--- config.mk ---
export PLATFORM = sky130hd
export DESIGN_NAME = chiller_status_readout
export DESIGN_NICKNAME = d
export VERILOG_FILES = /design/src/hw/chiller_status_readout.v /design/src/hw/value_clamp.v
export VERILOG_INCLUDE_DIRS = /design/src /design/src/inc
export SDC_FILE = /design/constraint.sdc
export NUM_CORES = 1
export LEC_CHECK = 0
export ABC_AREA = 1
export BUFFER_PORTS_ARGS = -buffer_cell sky130_fd_sc_hd__buf_2
export CAP_MARGIN = 10
export CORE_ASPECT_RATIO = 0.5
export CORE_MARGIN = 4
export CORE_UTILIZATION = 50
export DETAILED_ROUTE_END_ITERATION = 10
export GPL_TIMING_DRIVEN = 0
export HOLD_SLACK_MARGIN = 0.05
export PLACE_DENSITY = 0.81
export SLEW_MARGIN = 0
export SYNTH_ARGS = -nofsm -noshare
export SYNTH_HDL_FRONTEND = slang
export SYNTH_SLANG_ARGS = --single-unit
--- constraint.sdc ---
create_clock -name ref_clk -period 8.9 [get_ports ref_clk]
set_input_delay 0.89 -clock ref_clk [delete_from_list [all_inputs] [get_ports ref_clk]]
set_output_delay 0.89 -clock ref_clk [all_outputs]
set_load 0.03 [all_outputs]
--- src/inc/chiller_readout_defines.vh ---
// Purpose: constants for the chiller status readout block
// Assumes: 16-bit register words, register index addressing
// Notes: register indices are those of the readout map
`ifndef CHILLER_READOUT_DEFINES_VH
`define CHILLER_READOUT_DEFINES_VH

`define REG_DISCHARGE_TEMP   16'h0000
`define REG_RESERVED_1       16'h0001
`define REG_DISCHARGE_PRESS  16'h0002
`define REG_RESISTIVITY      16'h0003
`define REG_UNIT_STATUS      16'h0004

`define ST_RUN               0
`define ST_STOP_ALARM        1
`define ST_CONT_ALARM        2
`define ST_PRESS_UNIT        4
`define ST_REMOTE            5
`define ST_TEMP_READY        9
`define ST_TEMP_UNIT         10
`define ST_RUN_TIMER         11
`define ST_STOP_TIMER        12
`define ST_POWER_RESTART     13
`define ST_ANTI_FREEZE       14
`define ST_AUTO_FILL         15

`define STATUS_RESET         16'h0000
`define PRESS_MPA_MAX        16'h012C
`define PRESS_PSI_MAX        16'h01B3
`define TEMP_C_MIN           16'hFBB4
`define TEMP_C_MAX           16'h05DC
`define TEMP_F_MIN           16'hF984
`define TEMP_F_MAX           16'h0BCC
`define RESIST_MAX           16'h002D

`endif

--- src/hw/chiller_status_readout.v ---
// Purpose: read-only monitoring registers of a process chiller
// Assumes: the serial protocol engine presents a register index and a read strobe
// Notes: value inputs are pins from the controller and are synchronised first
`timescale 1ns/10ps
`default_nettype none
`include "chiller_readout_defines.vh"
module chiller_status_readout (
    input  wire        ref_clk,          // 250 MHz clock
    input  wire        reset,            // async reset, active high
    input  wire [15:0] regIndex,         // register index from protocol engine
    input  wire        readStrobe,       // one-cycle read request
    output reg  [15:0] readData,         // read data, registered
    output reg         readValid,        // read data valid pulse
    output reg         readError,        // index out of range pulse
    input  wire [15:0] tempCelsius,      // measured temperature, 0.1 C
    input  wire [15:0] tempFahrenheit,   // measured temperature, 0.1 F
    input  wire [15:0] tempOffset,       // offset in selected unit, 0.1 deg
    input  wire        offsetEnable,     // offset function configured
    input  wire [15:0] pressMpa,         // pressure, 0.01 MPa
    input  wire [15:0] pressPsi,         // pressure, 1 PSI
    input  wire [15:0] resistValue,      // resistivity, 0.1 Mohm cm
    input  wire        resistEnable,     // resistivity sensor enabled
    input  wire        runActive,        // circulation or pump-only running
    input  wire        stopAlarm,        // operation-stop alarm active
    input  wire        contAlarm,        // operation-continue alarm active
    input  wire        pressUnitPsi,     // 1 selects PSI
    input  wire        serialRemote,     // serial remote mode
    input  wire        tempReady,        // temperature ready condition
    input  wire        tempUnitF,        // 1 selects Fahrenheit
    input  wire        runTimerSet,      // run timer configured
    input  wire        stopTimerSet,     // stop timer configured
    input  wire        powerRestartSet,  // restart after power failure set
    input  wire        antiFreezeSet,    // anti-freezing configured
    input  wire        autoFilling,      // filling in progress
    output wire [15:0] unit_status_word  // status word, registered
);
    // ************************************************************
    // input synchronisers
    // ************************************************************
    localparam NBUS = 16 * 7;
    localparam NBIT = 15;
    wire [NBUS-1:0] busIn = {tempCelsius, tempFahrenheit, tempOffset, pressMpa,
                             pressPsi, resistValue, 16'h0000};
    wire [NBIT-1:0] bitIn = {offsetEnable, resistEnable, runActive, stopAlarm,
                             contAlarm, pressUnitPsi, serialRemote, tempReady,
                             tempUnitF, runTimerSet, stopTimerSet, powerRestartSet,
                             antiFreezeSet, autoFilling, 1'b0};
    reg  [NBUS-1:0] busMeta_reg;
    reg  [NBUS-1:0] busSync_reg;
    reg  [NBIT-1:0] bitMeta_reg;
    reg  [NBIT-1:0] bitSync_reg;

    always @(posedge ref_clk or posedge reset) begin
        if (reset) begin
            busMeta_reg <= {NBUS{1'b0}};
            busSync_reg <= {NBUS{1'b0}};
            bitMeta_reg <= {NBIT{1'b0}};
            bitSync_reg <= {NBIT{1'b0}};
        end else begin
            busMeta_reg <= busIn;
            busSync_reg <= busMeta_reg;
            bitMeta_reg <= bitIn;
            bitSync_reg <= bitMeta_reg;
        end
    end

    wire [15:0] sCel     = busSync_reg[111:96];
    wire [15:0] sFah     = busSync_reg[95:80];
    wire [15:0] sOff     = busSync_reg[79:64];
    wire [15:0] sMpa     = busSync_reg[63:48];
    wire [15:0] sPsi     = busSync_reg[47:32];
    wire [15:0] sRes     = busSync_reg[31:16];
    wire        sOffEn   = bitSync_reg[14];
    wire        sResEn   = bitSync_reg[13];
    wire        sRun     = bitSync_reg[12];
    wire        sStopAl  = bitSync_reg[11];
    wire        sContAl  = bitSync_reg[10];
    wire        sPsiSel  = bitSync_reg[9];
    wire        sRemote  = bitSync_reg[8];
    wire        sReady   = bitSync_reg[7];
    wire        sFahSel  = bitSync_reg[6];
    wire        sRunTmr  = bitSync_reg[5];
    wire        sStopTmr = bitSync_reg[4];
    wire        sPwrRst  = bitSync_reg[3];
    wire        sAntiFr  = bitSync_reg[2];
    wire        sFilling = bitSync_reg[1];

    // ************************************************************
    // value selection and range limiting
    // ************************************************************
    wire [15:0] tempUnitVal = sFahSel ? sFah : sCel;
    // sum wraps at 16 bits before clamping
    wire [16:0] tempSum     = {1'b0, tempUnitVal} + {1'b0, sOff};
    wire [15:0] tempAdj     = sOffEn ? tempSum[15:0] : tempUnitVal;
    wire [15:0] tempLo      = sFahSel ? `TEMP_F_MIN : `TEMP_C_MIN;
    wire [15:0] tempHi      = sFahSel ? `TEMP_F_MAX : `TEMP_C_MAX;
    wire [15:0] pressUnitVal = sPsiSel ? sPsi : sMpa;
    wire [15:0] pressHi      = sPsiSel ? `PRESS_PSI_MAX : `PRESS_MPA_MAX;
    wire [15:0] resGated     = sResEn ? sRes : 16'h0000;
    wire [15:0] tempClamped;
    wire [15:0] pressClamped;
    wire [15:0] resClamped;

    value_clamp #(.SIGNED_CMP(1)) tempClamp (
        .rawValue   (tempAdj),
        .lowLimit   (tempLo),
        .highLimit  (tempHi),
        .clampValue (tempClamped)
    );
    value_clamp #(.SIGNED_CMP(0)) pressClamp (
        .rawValue   (pressUnitVal),
        .lowLimit   (16'h0000),
        .highLimit  (pressHi),
        .clampValue (pressClamped)
    );
    value_clamp #(.SIGNED_CMP(0)) resClamp (
        .rawValue   (resGated),
        .lowLimit   (16'h0000),
        .highLimit  (`RESIST_MAX),
        .clampValue (resClamped)
    );

    // ************************************************************
    // register images
    // ************************************************************
    reg  [15:0] tempVal_reg;
    reg  [15:0] pressVal_reg;
    reg  [15:0] resVal_reg;
    reg  [15:0] status_reg;
    reg  [15:0] status_next;

    always @* begin
        status_next                    = `STATUS_RESET;
        status_next[`ST_RUN]           = sRun;
        status_next[`ST_STOP_ALARM]    = sStopAl;
        status_next[`ST_CONT_ALARM]    = sContAl;
        status_next[`ST_PRESS_UNIT]    = sPsiSel;
        status_next[`ST_REMOTE]        = sRemote;
        status_next[`ST_TEMP_READY]    = sReady;
        status_next[`ST_TEMP_UNIT]     = sFahSel;
        status_next[`ST_RUN_TIMER]     = sRunTmr;
        status_next[`ST_STOP_TIMER]    = sStopTmr;
        status_next[`ST_POWER_RESTART] = sPwrRst;
        status_next[`ST_ANTI_FREEZE]   = sAntiFr;
        // filling follows its input regardless of option fit
        status_next[`ST_AUTO_FILL]     = sFilling;
    end

    always @(posedge ref_clk or posedge reset) begin
        if (reset) begin
            tempVal_reg  <= 16'h0000;
            pressVal_reg <= 16'h0000;
            resVal_reg   <= 16'h0000;
            status_reg   <= `STATUS_RESET;
        end else begin
            tempVal_reg  <= tempClamped;
            pressVal_reg <= pressClamped;
            resVal_reg   <= resClamped;
            status_reg   <= status_next;
        end
    end

    assign unit_status_word = status_reg;

    // ************************************************************
    // read port
    // ************************************************************
    always @(posedge ref_clk or posedge reset) begin
        if (reset) begin
            readData  <= 16'h0000;
            readValid <= 1'b0;
            readError <= 1'b0;
        end else begin
            readValid <= 1'b0;
            readError <= 1'b0;
            if (readStrobe) begin
                case (regIndex)
                    `REG_DISCHARGE_TEMP: begin
                        readData  <= tempVal_reg;
                        readValid <= 1'b1;
                    end
                    `REG_RESERVED_1: begin
                        readData  <= 16'h0000;
                        readValid <= 1'b1;
                    end
                    `REG_DISCHARGE_PRESS: begin
                        readData  <= pressVal_reg;
                        readValid <= 1'b1;
                    end
                    `REG_RESISTIVITY: begin
                        readData  <= resVal_reg;
                        readValid <= 1'b1;
                    end
                    `REG_UNIT_STATUS: begin
                        readData  <= status_reg;
                        readValid <= 1'b1;
                    end
                    default: begin
                        readData  <= 16'h0000;
                        readError <= 1'b1;
                    end
                endcase
            end
        end
    end
endmodule // chiller_status_readout
`default_nettype wire

--- src/hw/value_clamp.v ---
// Purpose: clamp a signed or unsigned 16-bit value into a range
// Assumes: lowLimit is not above highLimit
// Notes: combinational
`timescale 1ns/10ps
`default_nettype none
module value_clamp #(
    parameter SIGNED_CMP = 0
) (
    input  wire [15:0] rawValue,   // value to clamp
    input  wire [15:0] lowLimit,   // lowest legal code
    input  wire [15:0] highLimit,  // highest legal code
    output reg  [15:0] clampValue  // clamped code
);
    always @* begin
        clampValue = rawValue;
        if (SIGNED_CMP != 0) begin
            if ($signed(rawValue) < $signed(lowLimit)) begin
                clampValue = lowLimit;
            end else if ($signed(rawValue) > $signed(highLimit)) begin
                clampValue = highLimit;
            end
        end else begin
            if (rawValue < lowLimit) begin
                clampValue = lowLimit;
            end else if (rawValue > highLimit) begin
                clampValue = highLimit;
            end
        end
    end
endmodule // value_clamp
`default_nettype wire

Word level (Yosys, flattened, before mapping). Index checks and enable logic that the tools add are counted.

Flip-flop bits (word level): 298. Word-level logic and storage cells: 42.

$add $sub $neg: 1. Magnitude comparators: 6. Equality and inequality tests: 4. Multiplexer cells: 18. Reductions and logical operators: 2.

Operator list (number): $mux 16 (10); $pmux 16 s4 (1); $eq 16x2->1 const B (2); $lt 16x1->1 const B (2); $add 16x16->16 (1); $eq 16x1->1 const B (1); $eq 16x3->1 const B (1); $gt 16x13->1 (1); $gt 16x6->1 const B (1); $gt 16x9->1 (1); $logic_not 16->1 (1); $lt 16x12->1 (1); $mux 12 (1); $mux 10 (1); $mux 8 (1); $reduce_or 5->1 (1); $mux 1 (4).

Depth between registers and ports, before layout. Gate-level depths: netlist of the first run.

Word-level depth: 6. Gate-level depth with buffers: 27. Depth with buffers taken out: 25.

By module. Synthesis of the first run repeated with hierarchy kept, for this count alone.

Cells, all modules: 1556. Area, all modules: 14161.1 sq um.

Modules (own cells, without submodules): chiller_status_readout (instances 1, cells each 834, area an instance 9932.0 sq um, sequential area each 7457.2 sq um); value_clamp (tempClamp) (instances 1, cells each 245, area an instance 1534.0 sq um, sequential area each 0.0 sq um); value_clamp (pressClamp) (instances 1, cells each 237, area an instance 1348.8 sq um, sequential area each 0.0 sq um); value_clamp (resClamp) (instances 1, cells each 240, area an instance 1346.3 sq um, sequential area each 0.0 sq um).

Worst setup path before layout of the first run. Ideal clock, no wire load.

Path kind: flip-flop to flip-flop. From: register bitSync_reg[6]. To: register tempVal_reg[2]. Setup time: 0.125 ns. Arrival time: 3.053 ns. Data required time: 8.775 ns. Setup slack: 5.723 ns. Cell stages (with the launch flop): 26. Buffers on the path: 3. Clock period less this slack: 3.177 ns. Path through: dfrtp_1 buf_6 inv_2 buf_4 buf_6 nand2_1 nand2_1 ha_1 nand2_1 inv_1 nand3_1 nand2_1 a31oi_1 xor2_1 o21a_1 inv_1 ha_1 nand3b_1 nor2_1 nand2_1 nand2_1 nand3_2 nand2_8 nand2_4 inv_2 nand2_1.

Cells in the longest elaborated chain, start to end: 6. Elaborated cells between the ends (all ways): 9. Classes of those cells: add/sub (1); order compare (2); mux (6).

RTL lines: start, declared (line chiller_status_readout.v:51) `reg [NBIT-1:0] bitSync_reg;`; start signal, assigned (line chiller_status_readout.v:58) `bitSync_reg <= {NBIT{1'b0}};`; start signal, assigned (line chiller_status_readout.v:63) `bitSync_reg <= bitMeta_reg;`; $mux 16 (line chiller_status_readout.v:91) `wire [15:0] tempUnitVal = sFahSel ? sFah : sCel;`; $add 16x16->16 (line chiller_status_readout.v:93) `wire [16:0] tempSum = {1'b0, tempUnitVal} + {1'b0, sOff};`; $mux 16 (line chiller_status_readout.v:94) `wire [15:0] tempAdj = sOffEn ? tempSum[15:0] : tempUnitVal;`; $gt 16x13->1 (line value_clamp.v:19) `end else if ($signed(rawValue) > $signed(highLimit)) begin`; $mux 16 (line value_clamp.v:19); $mux 16 * (line value_clamp.v:17) `if ($signed(rawValue) < $signed(lowLimit)) begin`; via tempClamp.clampValue[2] (line value_clamp.v:12) `output reg [15:0] clampValue`; end signal, assigned (line chiller_status_readout.v:156) `tempVal_reg <= tempClamped;`; end, declared (line chiller_status_readout.v:126) `reg [15:0] tempVal_reg;`.

Mark *: on every way through the listed nets, which the timed path passes. The rest lies on a longest branch. A chain may end at the register's enable or synchronous reset.

Worst setup path after layout of the first run. Same ends and word-level chain as after synthesis.

==> summary.md, run 1 <==
| Metric | Value |
|---|---|
| WL final | `~20 mm` |
| Starting DRT DRC Count | `510` |
| Area grow syn2layout | `20.9%` |
| Ys flop type | `dfrtp_1` |
| Total track usage | `0.178` |
| GRT overflow | `0` |
| Crit end category | `flop` |
| # rows | `36` |
| Final setup vio count | `0` |
| Worst EP required | `approximately 9300 ps` |
| Met3 usage | `0.0299` |
| Reg-to-reg endpoint | `tempVal_reg[2]` |
| Via count | `roughly 6.4k` |
| FF-to-FF setup slack | `between 5000 and 6000 ps` |
| Final worst path period need | `3760 ps` |
| Vias in the first global route | `approximately 6.6k` |
| RSZ-0062 raised after global routing | `false` |
| Routability cong. | `slightly below 0.9` |
| Hold crit path type | `reg2reg` |
| Clock buffer depth | `3` |
| Commonest non-fill, non-tap cell in the layout | `dfrtp_1` |
| Grt peak-use layer | `met2` |
| Type of origin of the critical path | `flop` |
| Core Region | `19900 µm²` |
| Largest net degree at the start of global routing | `48` |
| CP Class | `reg2reg` |
| Critical R2R Launch | `bitSync_reg[6]` |
| Antenna Nets Post-Route | `0` |
| Leak | `about 6.3 nW` |
| Clk Latency, worst-skew pair | `~520 ps` |
| Fin nets | `roughly 1.2k` |
| Post-synthesis sequential area ratio | `0.723` |
| Number of library cell types mapped by synthesis | `52` |
| Setup_tns | `0 ps` |
| Hold depth | `0` |
| IO Count | `around 160` |
| CTS root buffer | `clkbuf_16` |
| Sink Count | `approximately 300` |
| Number of synthesized flops with an enable pin | `0` |
| First-pass GRT wire length | `about 33 mm` |
| Fillers | `1537` |
| Die H | `110 µm` |
| Flip-flop and latch area | `between 7000 and 8000 µm²` |
| Status | `finished clean` |
| Cts repair resizes | `0` |
| Yosys reg bits | `298` |
| Drt first pass iters | `4` |
| Initial Utilization | `0.519` |
| Skew final | `about 17 ps` |
| Hold Path Sink | `busSync_reg[86]` |
| Met2 Use GR | `0.283` |
| Worst Hold Launch | `busMeta_reg[86]` |
| Max cap viols | `0` |
| Input/output buffers | `158` |
| Setup repair bufs after CTS | `0` |
| Commonest non-fill, non-tap cells in the layout | `dfrtp_1, nand2_1, buf_2` |
| Mapped cell area | `about 10000 µm²` |
| Worst Hold Slack | `between 300 and 400 ps` |
| Final Hold Viols | `0` |
| Share of cells above drive strength 1 | `0.225` |
| Slew HR | `0.551` |
| GR Util met1 | `0.265` |
| Fin util | `0.628` |
| Cells after Synth | `860` |
| Pwr Density | `around 220 nW/µm²` |
| WP data arrival | `4140 ps` |
| Die span in x | `~210 µm` |
| Max Slew Vio Count | `0` |
| CTS clk-pin slew, worst paths | `about 70 ps` |
| Worst-path maximum fanout | `11` |
| CTS Buf Count | `25` |
| Total power | `roughly 2.8 mW` |
| CTS tree | `done` |
| Initial antenna violation count | `0` |
| Die area | `roughly 23000 µm²` |
| Detailed Place HPWL | `roughly 15 mm` |
| Fmax | `266 MHz` |
| Drc violations | `0` |
| # diodes | `0` |
| Synth warn | `0` |
| Syn Area/Cell | `12.0 µm²` |
| Footprint of the multi-input gates | `approximately 2500 µm²` |
| Worst-margin pin slew | `671 ps` |
| Cell depth of the worst flop-to-flop path | `25` |
| Hold_buf cts | `0` |
| Maximum VDD drop | `0.149 mV` |
| Final worst-path cycle share | `0.423` |
| Wire per inst | `15.1 µm` |
| Async SR Flop Fraction | `1.00` |
| H-tree levels | `1` |
| Vias per inst | `4.76` |
## metrics by stage
step / instances / worst slack [ps] / area (µm²)
after floorplan: 880 / 4050 / 10400
after global placement: 1304 / 2870 / 11500
after detailed placement: 1310 / 5170 / 11600
after CTS: 1355 / 5120 / 12500
after global routing: 1355 / 4740 / 12500
final: 1355 / 5140 / 12500
## cell type report
type                            instances  area share
Buffer                                 20      0.0100
Tap cell                              266      0.0267
Clock inverter                          7     0.00783
Inverter                               79      0.0243
Clock buffer                           38      0.0589
Sequential cell                       298       0.598
Multi-Input combinational cell        483       0.201
Timing Repair Buffer                  164      0.0730
## worst max-delay path: stages, from the launching register on
cell and delay [ps]:
dfrtp_1 490, buf_6 190, inv_2 50, buf_4 160, buf_6 150, nand2_1 60
nand2_1 90, ha_1 370, nand2_1 120, inv_1 40, nand3_1 90, nand2_1 100
a31oi_1 180, xor2_1 170, o21a_1 170, inv_1 70, ha_1 290, nand3_1 90
a21oi_1 130, nand3_1 90, nand2_1 70, nand3_2 110, nand2_4 130, nand2_4 80
inv_2 60, nand2_1 50
## worst max path at each step
stage | endpoint | depth (start not counted) | startpoint | slack (ps)
after floorplan | bitMeta_reg[10] | 1 | reset | 4050
after global placement | bitMeta_reg[4] | 2 | reset | 2870
after detailed placement | tempVal_reg[8] | 25 | bitSync_reg[6] | 5170
after CTS | tempVal_reg[8] | 25 | bitSync_reg[6] | 5120
after global routing | tempVal_reg[8] | 25 | bitSync_reg[6] | 4740
final | tempVal_reg[2] | 25 | bitSync_reg[6] | 5140
## logic make-up (layout without fill, tap and decap cells)
group / Yosys count / in the layout / synth area share
other cells: 1 / 21 / 0.000364
xor+xnor: 5 / 5 / 0.00425
compound gates: 94 / 94 / 0.0552
mux: 1 / 1 / 0.000970
buf+inv: 99 / 308 / 0.0411
flops: 298 / 298 / 0.723
fa+ha+maj: 25 / 25 / 0.0310
simple gates: 337 / 337 / 0.144
## power by group
part           leakage [nW]  switching, mW  internal [mW]
Sequential             3.51         0.0246           1.43
Clock                 0.406          0.464          0.630
Combinational          2.38          0.165         0.0911
Total                  6.30          0.654           2.15
## cells in the mapped netlist, types with 2 or more instances
cell type | instances | area share
o31ai_1 | 2 | 0.0015
and3_1 | 2 | 0.0012
ha_1 | 24 | 0.029
o21a_1 | 3 | 0.0022
a22o_1 | 2 | 0.0017
a221oi_1 | 13 | 0.011
buf_4 | 7 | 0.0051
nor4_1 | 4 | 0.0024
nand2_2 | 4 | 0.0024
inv_2 | 3 | 0.0011
a21oi_2 | 2 | 0.0017
nand2_4 | 3 | 0.0033
o21ai_0 | 39 | 0.019
nand3b_1 | 4 | 0.0029
nor2_1 | 43 | 0.016
a21oi_1 | 19 | 0.0092
xnor2_1 | 2 | 0.0017
nor3_1 | 3 | 0.0015
dfrtp_1 | 298 | 0.72
buf_6 | 2 | 0.0022
nand2_1 | 209 | 0.076
nand3_1 | 47 | 0.023
a21boi_0 | 2 | 0.0015
inv_1 | 74 | 0.027
or2_1 | 2 | 0.0012
nand3_2 | 4 | 0.0039
buf_2 | 7 | 0.0034
nor2_2 | 2 | 0.0012
xor2_1 | 3 | 0.0025
o21ai_1 | 5 | 0.0024
a31oi_1 | 2 | 0.0012
clkbuf_1 | 4 | 0.0015
## metal layers
| layer | share of wire | vias to the layer above |
|---|---|---|
| met5 | 0 | - |
| met4 | 0.018 | 0 |
| met3 | 0.049 | 35 |
| met2 | 0.46 | 156 |
| met1 | 0.47 | 3097 |
| li1 | - | 3157 |
(Power assumes the default switching activity.)
==> run 2: changes to the inputs <==
--- a/config.mk
+++ b/config.mk
@@ -11,11 +11,11 @@
 export CAP_MARGIN = 10
 export CORE_ASPECT_RATIO = 0.5
 export CORE_MARGIN = 4
-export CORE_UTILIZATION = 50
+export CORE_UTILIZATION = 55
 export DETAILED_ROUTE_END_ITERATION = 10
 export GPL_TIMING_DRIVEN = 0
 export HOLD_SLACK_MARGIN = 0.05
-export PLACE_DENSITY = 0.81
+export PLACE_DENSITY = 0.84
 export SLEW_MARGIN = 0
 export SYNTH_ARGS = -nofsm -noshare
 export SYNTH_HDL_FRONTEND = slang
==> constraint.sdc (replaced) <==
create_clock -name ref_clk -period 3.7 [get_ports ref_clk]
set_input_delay 0.37 -clock ref_clk [delete_from_list [all_inputs] [get_ports ref_clk]]
set_output_delay 0.37 -clock ref_clk [all_outputs]
set_load 0.03 [all_outputs]
==> summary.md, run 2 (synthesis results as in run 1) <==
| Metric | Value |
|---|---|
| Initial antenna violation count | `1` |
| Vias in the first global route | `7706` |
| Drt first pass iters | `5` |
| Area grow syn2layout | `33.8%` |
| Commonest non-fill, non-tap cell in the layout | `dfrtp_1` |
| Leak | `approximately 6.8 nW` |
| Psw | `1.70 mW` |
| Via count | `slightly above 7k` |
| Largest net degree at the start of global routing | `47` |
| Hold depth | `3` |
| WL final | `25.7 mm` |
| Cell depth of the worst flop-to-flop path | `26` |
| Fillers | `1160` |
| Power share of the sequential group | `0.493` |
| Final setup margin | `around 160 ps` |
| Fin nets | `1345` |
| Non-filler cells, final | `~1.5k` |
| Flip-flop and latch area | `approximately 7500 µm²` |
| Combinational power share | `0.110` |
| Routability cong. | `0.857` |
| First-pass GRT wire length | `40.9 mm` |
| Drc violations | `0` |
| Placed instance count | `1285` |
| Max Slew Vio Count | `0` |
| WP data arrival | `between 3000 and 4000 ps` |
| Crit end category | `flop` |
| Hold Path Sink | `readValid` |
| CTS tree | `done` |
| GRT overflow | `0` |
| Total track usage | `0.247` |
| Detailed Place HPWL | `15.1 mm` |
| Die span in x | `a little over 200 µm` |
| Final Hold Viols | `0` |
| DP Worst Slack | `-22.8 ps` |
| Final worst-path cycle share | `0.956` |
| H-tree levels | `1` |
| Maximum VDD drop | `about 0.67 mV` |
| Clock buffer depth | `3` |
| Final setup vio count | `0` |
| Worst Hold Slack | `between 100 and 150 ps` |
| IO Count | `~160` |
| CTS Buf Count | `24` |
| Internal power | `approximately 5.4 mW` |
| Footprint of the multi-input gates | `between 2000 and 3000 µm²` |
| Die area | `~21000 µm²` |
| Core Region | `18400 µm²` |
| Clk Latency, worst-skew pair | `520 ps` |
| Die H | `roughly 100 µm` |
| CTS root buffer | `clkbuf_16` |
| Antenna Nets Post-Route | `0` |
| Share of cells above drive strength 1 | `0.232` |
| Final worst path period need | `between 3000 and 4000 ps` |
| Vias per inst | `4.97` |
| Sink Count | `approximately 300` |
| Pwr Density | `slightly above 500 nW/µm²` |
| # rows | `35` |
| Status | `finished clean` |
| Critical R2R Launch | `bitSync_reg[6]` |
| Total power | `around 7.1 mW` |
| Slew HR | `0.539` |
| CTS clk-pin slew, worst paths | `80 ps` |
| Skew final | `approximately 29 ps` |
| CP Class | `reg2reg` |
| Clock Power Share | `0.397` |
| Worst-margin pin slew | `just under 700 ps` |
| Worst EP required | `a little over 4000 ps` |
| Fmax | `around 280 MHz` |
| Input/output buffers | `approximately 160` |
| Type of origin of the critical path | `flop` |
| Net Sw Frac | `0.239` |
| FF-to-FF setup slack | `approximately 160 ps` |
| Commonest non-fill, non-tap cells in the layout | `dfrtp_1, nand2_1, buf_2` |
| Worst-path maximum fanout | `10` |
| Wire per inst | `17.7 µm` |
| Starting DRT DRC Count | `410` |
| Initial Utilization | `0.561` |
| Hold crit path type | `in2reg` |
| Max cap viols | `0` |
| Worst Hold Launch | `readStrobe` |
| Reg-to-reg endpoint | `tempVal_reg[11]` |
==> run 2: how the worst max path moves through the flow <==
stage | startpoint | endpoint | cells past startpoint
after global routing | bitSync_reg[6] | tempVal_reg[2] | 24
after detailed placement | bitSync_reg[6] | tempVal_reg[4] | 25
final | bitSync_reg[6] | tempVal_reg[11] | 26
after global placement | reset | readValid | 2
after CTS | bitSync_reg[6] | tempVal_reg[4] | 25
after floorplan | reset | bitMeta_reg[10] | 1
==> run 2: repair_timing <==
action	4_1_cts	5_1_grt
gates resized for setup	2	27
endpoints found under the setup margin	6	12
cloned	0	1
hold buffers	111	0
setup buffers	0	8
hold endpoints to repair	138	0
pin swaps	0	5
==> run 2: layout make-up <==
class,instances,share of cell area
sequential,298,0.540
multi-input combinational,483,0.189
timing repair buffer,285,0.153
clock buffer,29,0.0486
inverter,79,0.0219
tap,240,0.0218
clock inverter,15,0.0147
buffer,20,0.0104
antenna,1,0.000181
==> run 2: worst max-delay path, cell delays in order (launching register included) <==
cell and delay, ps:
dfrtp_2 470, buf_6 160, inv_2 70, buf_8 140, buf_12 120, nand2_1 60, nand2_2 110, ha_4 220
nand2_1 60, nand2_1 80, inv_1 100, nand2_2 80, a31oi_2 140, xor2_1 160, o21a_1 170, inv_1 70
ha_1 290, nand3_1 110, inv_1 70, nand2_1 50, nor2_1 100, nand2_1 70, nand3_2 120, nand2_4 100
buf_4 140, nand2_1 50, nand3_1 70
==> run 2: through the flow <==
step | TNS (ps) | area, µm² | util
after floorplan | -187470 | 10400 | -
after global placement | -516300 | 11500 | 0.624
after detailed placement | -93.1 | 11600 | 0.632
after CTS | 0 | 13600 | 0.740
after global routing | -133 | 13800 | 0.750
final | 0 | 13800 | 0.750
==> run 2: routing by layer <==
| metal | track usage | vias up | share of wire |
|---|---|---|---|
| met5 | 0 | - | 0 |
| met4 | 0.0619 | 0 | 0.021 |
| met3 | 0.0412 | 42 | 0.039 |
| met2 | 0.431 | 202 | 0.51 |
| met1 | 0.328 | 3562 | 0.43 |
| li1 | - | 3404 | - |
==> run 2: power by group through the flow <==
stage | combinational (mW) | clock [mW] | sequential (mW)
floorplan | 0.395 | 0 | 3.55
global placement | 0.576 | 0 | 3.55
detailed placement | 0.616 | 0 | 3.56
CTS | 0.715 | 2.80 | 3.50
global route | 0.865 | 3.00 | 3.52
finish | 0.781 | 2.82 | 3.50
==> run 3: changes to the inputs <==
--- a/config.mk
+++ b/config.mk
@@ -11,11 +11,10 @@
 export CAP_MARGIN = 10
 export CORE_ASPECT_RATIO = 0.5
 export CORE_MARGIN = 4
-export CORE_UTILIZATION = 55
+export CORE_UTILIZATION = 56
 export DETAILED_ROUTE_END_ITERATION = 10
-export GPL_TIMING_DRIVEN = 0
 export HOLD_SLACK_MARGIN = 0.05
-export PLACE_DENSITY = 0.84
+export PLACE_DENSITY = 0.85
 export SLEW_MARGIN = 0
 export SYNTH_ARGS = -nofsm -noshare
 export SYNTH_HDL_FRONTEND = slang
==> summary.md, run 3 (synthesis results as in run 1) <==
| Metric | Value |
|---|---|
| Status | `finished clean` |
| Die area | `~21000 µm²` |
| Routability cong. | `between 0.9 and 1` |
| Pwr Density | `roughly 510 nW/µm²` |
| Sink Count | `around 300` |
| GRT overflow | `0` |
| WP data arrival | `a little under 4000 ps` |
| Clk Latency, worst-skew pair | `between 500 and 600 ps` |
| Detailed Place HPWL | `about 15 mm` |
| Worst EP required | `4100 ps` |
| Starting DRT DRC Count | `between 600 and 700` |
| Core Region | `17700 µm²` |
| Commonest non-fill, non-tap cell in the layout | `dfrtp_1` |
| Hold Path Sink | `readValid` |
| First-pass GRT wire length | `between 30 and 40 mm` |
| Die span in x | `between 150 and 200 µm` |
| CTS Buf Count | `24` |
| Total track usage | `0.242` |
| Max cap viols | `0` |
| Clock buffer depth | `3` |
| Reg-to-reg endpoint | `tempVal_reg[4]` |
| Hold depth | `3` |
| Critical R2R Launch | `bitSync_reg[6]` |
| Setup_tns | `0 ps` |
| Max Slew Vio Count | `0` |
| Area grow syn2layout | `30.8%` |
| Input/output buffers | `around 160` |
| CTS tree | `done` |
| Share of cells above drive strength 1 | `0.203` |
| Antenna Nets Post-Route | `0` |
| WL final | `roughly 25 mm` |
| CTS clk-pin slew, worst paths | `~70 ps` |
| Slew HR | `0.223` |
| Vias in the first global route | `7768` |
| Drt first pass iters | `7` |
| Via count | `a little over 7k` |
| Wire per inst | `roughly 17 µm` |
| Leak | `approximately 6.7 nW` |
| Initial antenna violation count | `1` |
| H-tree levels | `1` |
| Cell depth of the worst flop-to-flop path | `22` |
| Final Hold Viols | `0` |
| Largest net degree at the start of global routing | `about 170` |
| # rows | `34` |
| Commonest non-fill, non-tap cells in the layout | `dfrtp_1, nand2_1, buf_2` |
| CP Class | `reg2reg` |
| Crit end category | `flop` |
| Worst Hold Launch | `readStrobe` |
| Final setup vio count | `0` |
| Initial Utilization | `0.583` |
| CTS root buffer | `clkbuf_16` |
| Vias per inst | `around 5` |
| Fin nets | `~1.3k` |
| Fmax | `285 MHz` |
| Skew final | `roughly 11 ps` |
| Drc violations | `0` |
| IO Count | `approximately 160` |
| FF-to-FF setup slack | `190 ps` |
| Final worst path period need | `about 3500 ps` |
| Final worst-path cycle share | `0.949` |
| Worst-margin pin slew | `1160 ps` |
| Worst Hold Slack | `approximately 100 ps` |
| Maximum VDD drop | `0.486 mV` |
| Hold crit path type | `in2reg` |
| Die H | `slightly above 100 µm` |
| Type of origin of the critical path | `flop` |
| Worst-path maximum fanout | `11` |
-- run 3: cell count changes in the layout (fill, tap and decap cells not counted), sizes merged --
cell    change
inv         -1
bufinv      -3
clkbuf      +4
clkinv      -5
buf        -22
-- run 3: how the worst max path moves through the flow --
stage                   start               to  slack, ps  cells after the start
4_1_cts        bitSync_reg[6]   tempVal_reg[4]        260                     21
3_3_place_gp   bitSync_reg[6]   tempVal_reg[2]        470                     24
3_5_place_dp   bitSync_reg[6]   tempVal_reg[7]        330                     21
2_1_floorplan           reset  bitMeta_reg[10]       -630                      1
6_report       bitSync_reg[6]   tempVal_reg[4]        190                     22
5_1_grt        bitSync_reg[6]   tempVal_reg[9]        -60                     23
-- run 3: timing repair --
| action | CTS | global route |
|---|---|---|
| hold endpoints to repair | 131 | 0 |
| endpoints found under the setup margin | 0 | 11 |
| buffers inserted | 0 | 2 |
| resized for setup | 0 | 16 |
| hold buffers | 111 | 0 |
-- run 3: critical path, cell delays in order, from the launching register on --
cell and delay, ps:
dfrtp_2 460, buf_12 160, nand2_1 70, nand2_1 60, ha_1 220, fa_1 410
nand2_1 80, nand2_1 80, nand2_1 90, xor2_1 140, o21ai_0 140, ha_1 350
inv_1 60, nor2_2 150, nand2_1 110, nor2_1 130, nand3_1 110, nand2_2 100
nand3_4 120, nand2_8 130, nand2_4 80, nand2_1 100, nand2_1 70
-- run 3: per-layer routing --
layer | track usage | vias up | wire (µm)
met3 | 0.0366 | 65 | 1270
li1 | - | 3337 | -
met5 | 0 | - | 0
met4 | 0.0732 | 0 | 823
met1 | 0.335 | 3572 | 10300
met2 | 0.403 | 266 | 12200
-- run 3: where the power goes --
| part | switching [mW] | internal [mW] |
|---|---|---|
| clock network | 1.15 | 1.51 |
| registers | 0.0779 | 3.43 |
| logic | 0.436 | 0.295 |
| total | 1.66 | 5.24 |
-- run 3: layout make-up --
| class | instances | area (µm²) |
|---|---|---|
| repair buffers | 279 | 2030 |
| flip-flops and latches | 298 | 7460 |
| multi-input cells | 483 | 2570 |
| diodes | 1 | 2.50 |
| inverters | 79 | 308 |
| fillers | 1056 | 4200 |
| clock buffers | 37 | 731 |
| clock inverters | 6 | 93.8 |
| well taps | 234 | 293 |
-- run 3: per-stage QoR --
step / cell area (µm²) / power (mW) / setup slack, ps / instances / util
6_report: 13500 / 6.90 / 190 / 1417 / 0.762
5_1_grt: 13500 / 7.19 / -60.2 / 1417 / 0.762
4_1_cts: 13400 / 6.85 / 264 / 1413 / 0.755
3_5_place_dp: 11400 / 4.16 / 331 / 1259 / 0.646
3_3_place_gp: 11400 / 4.12 / 471 / 1259 / 0.646
2_1_floorplan: 10400 / 3.95 / -629 / 880 / -
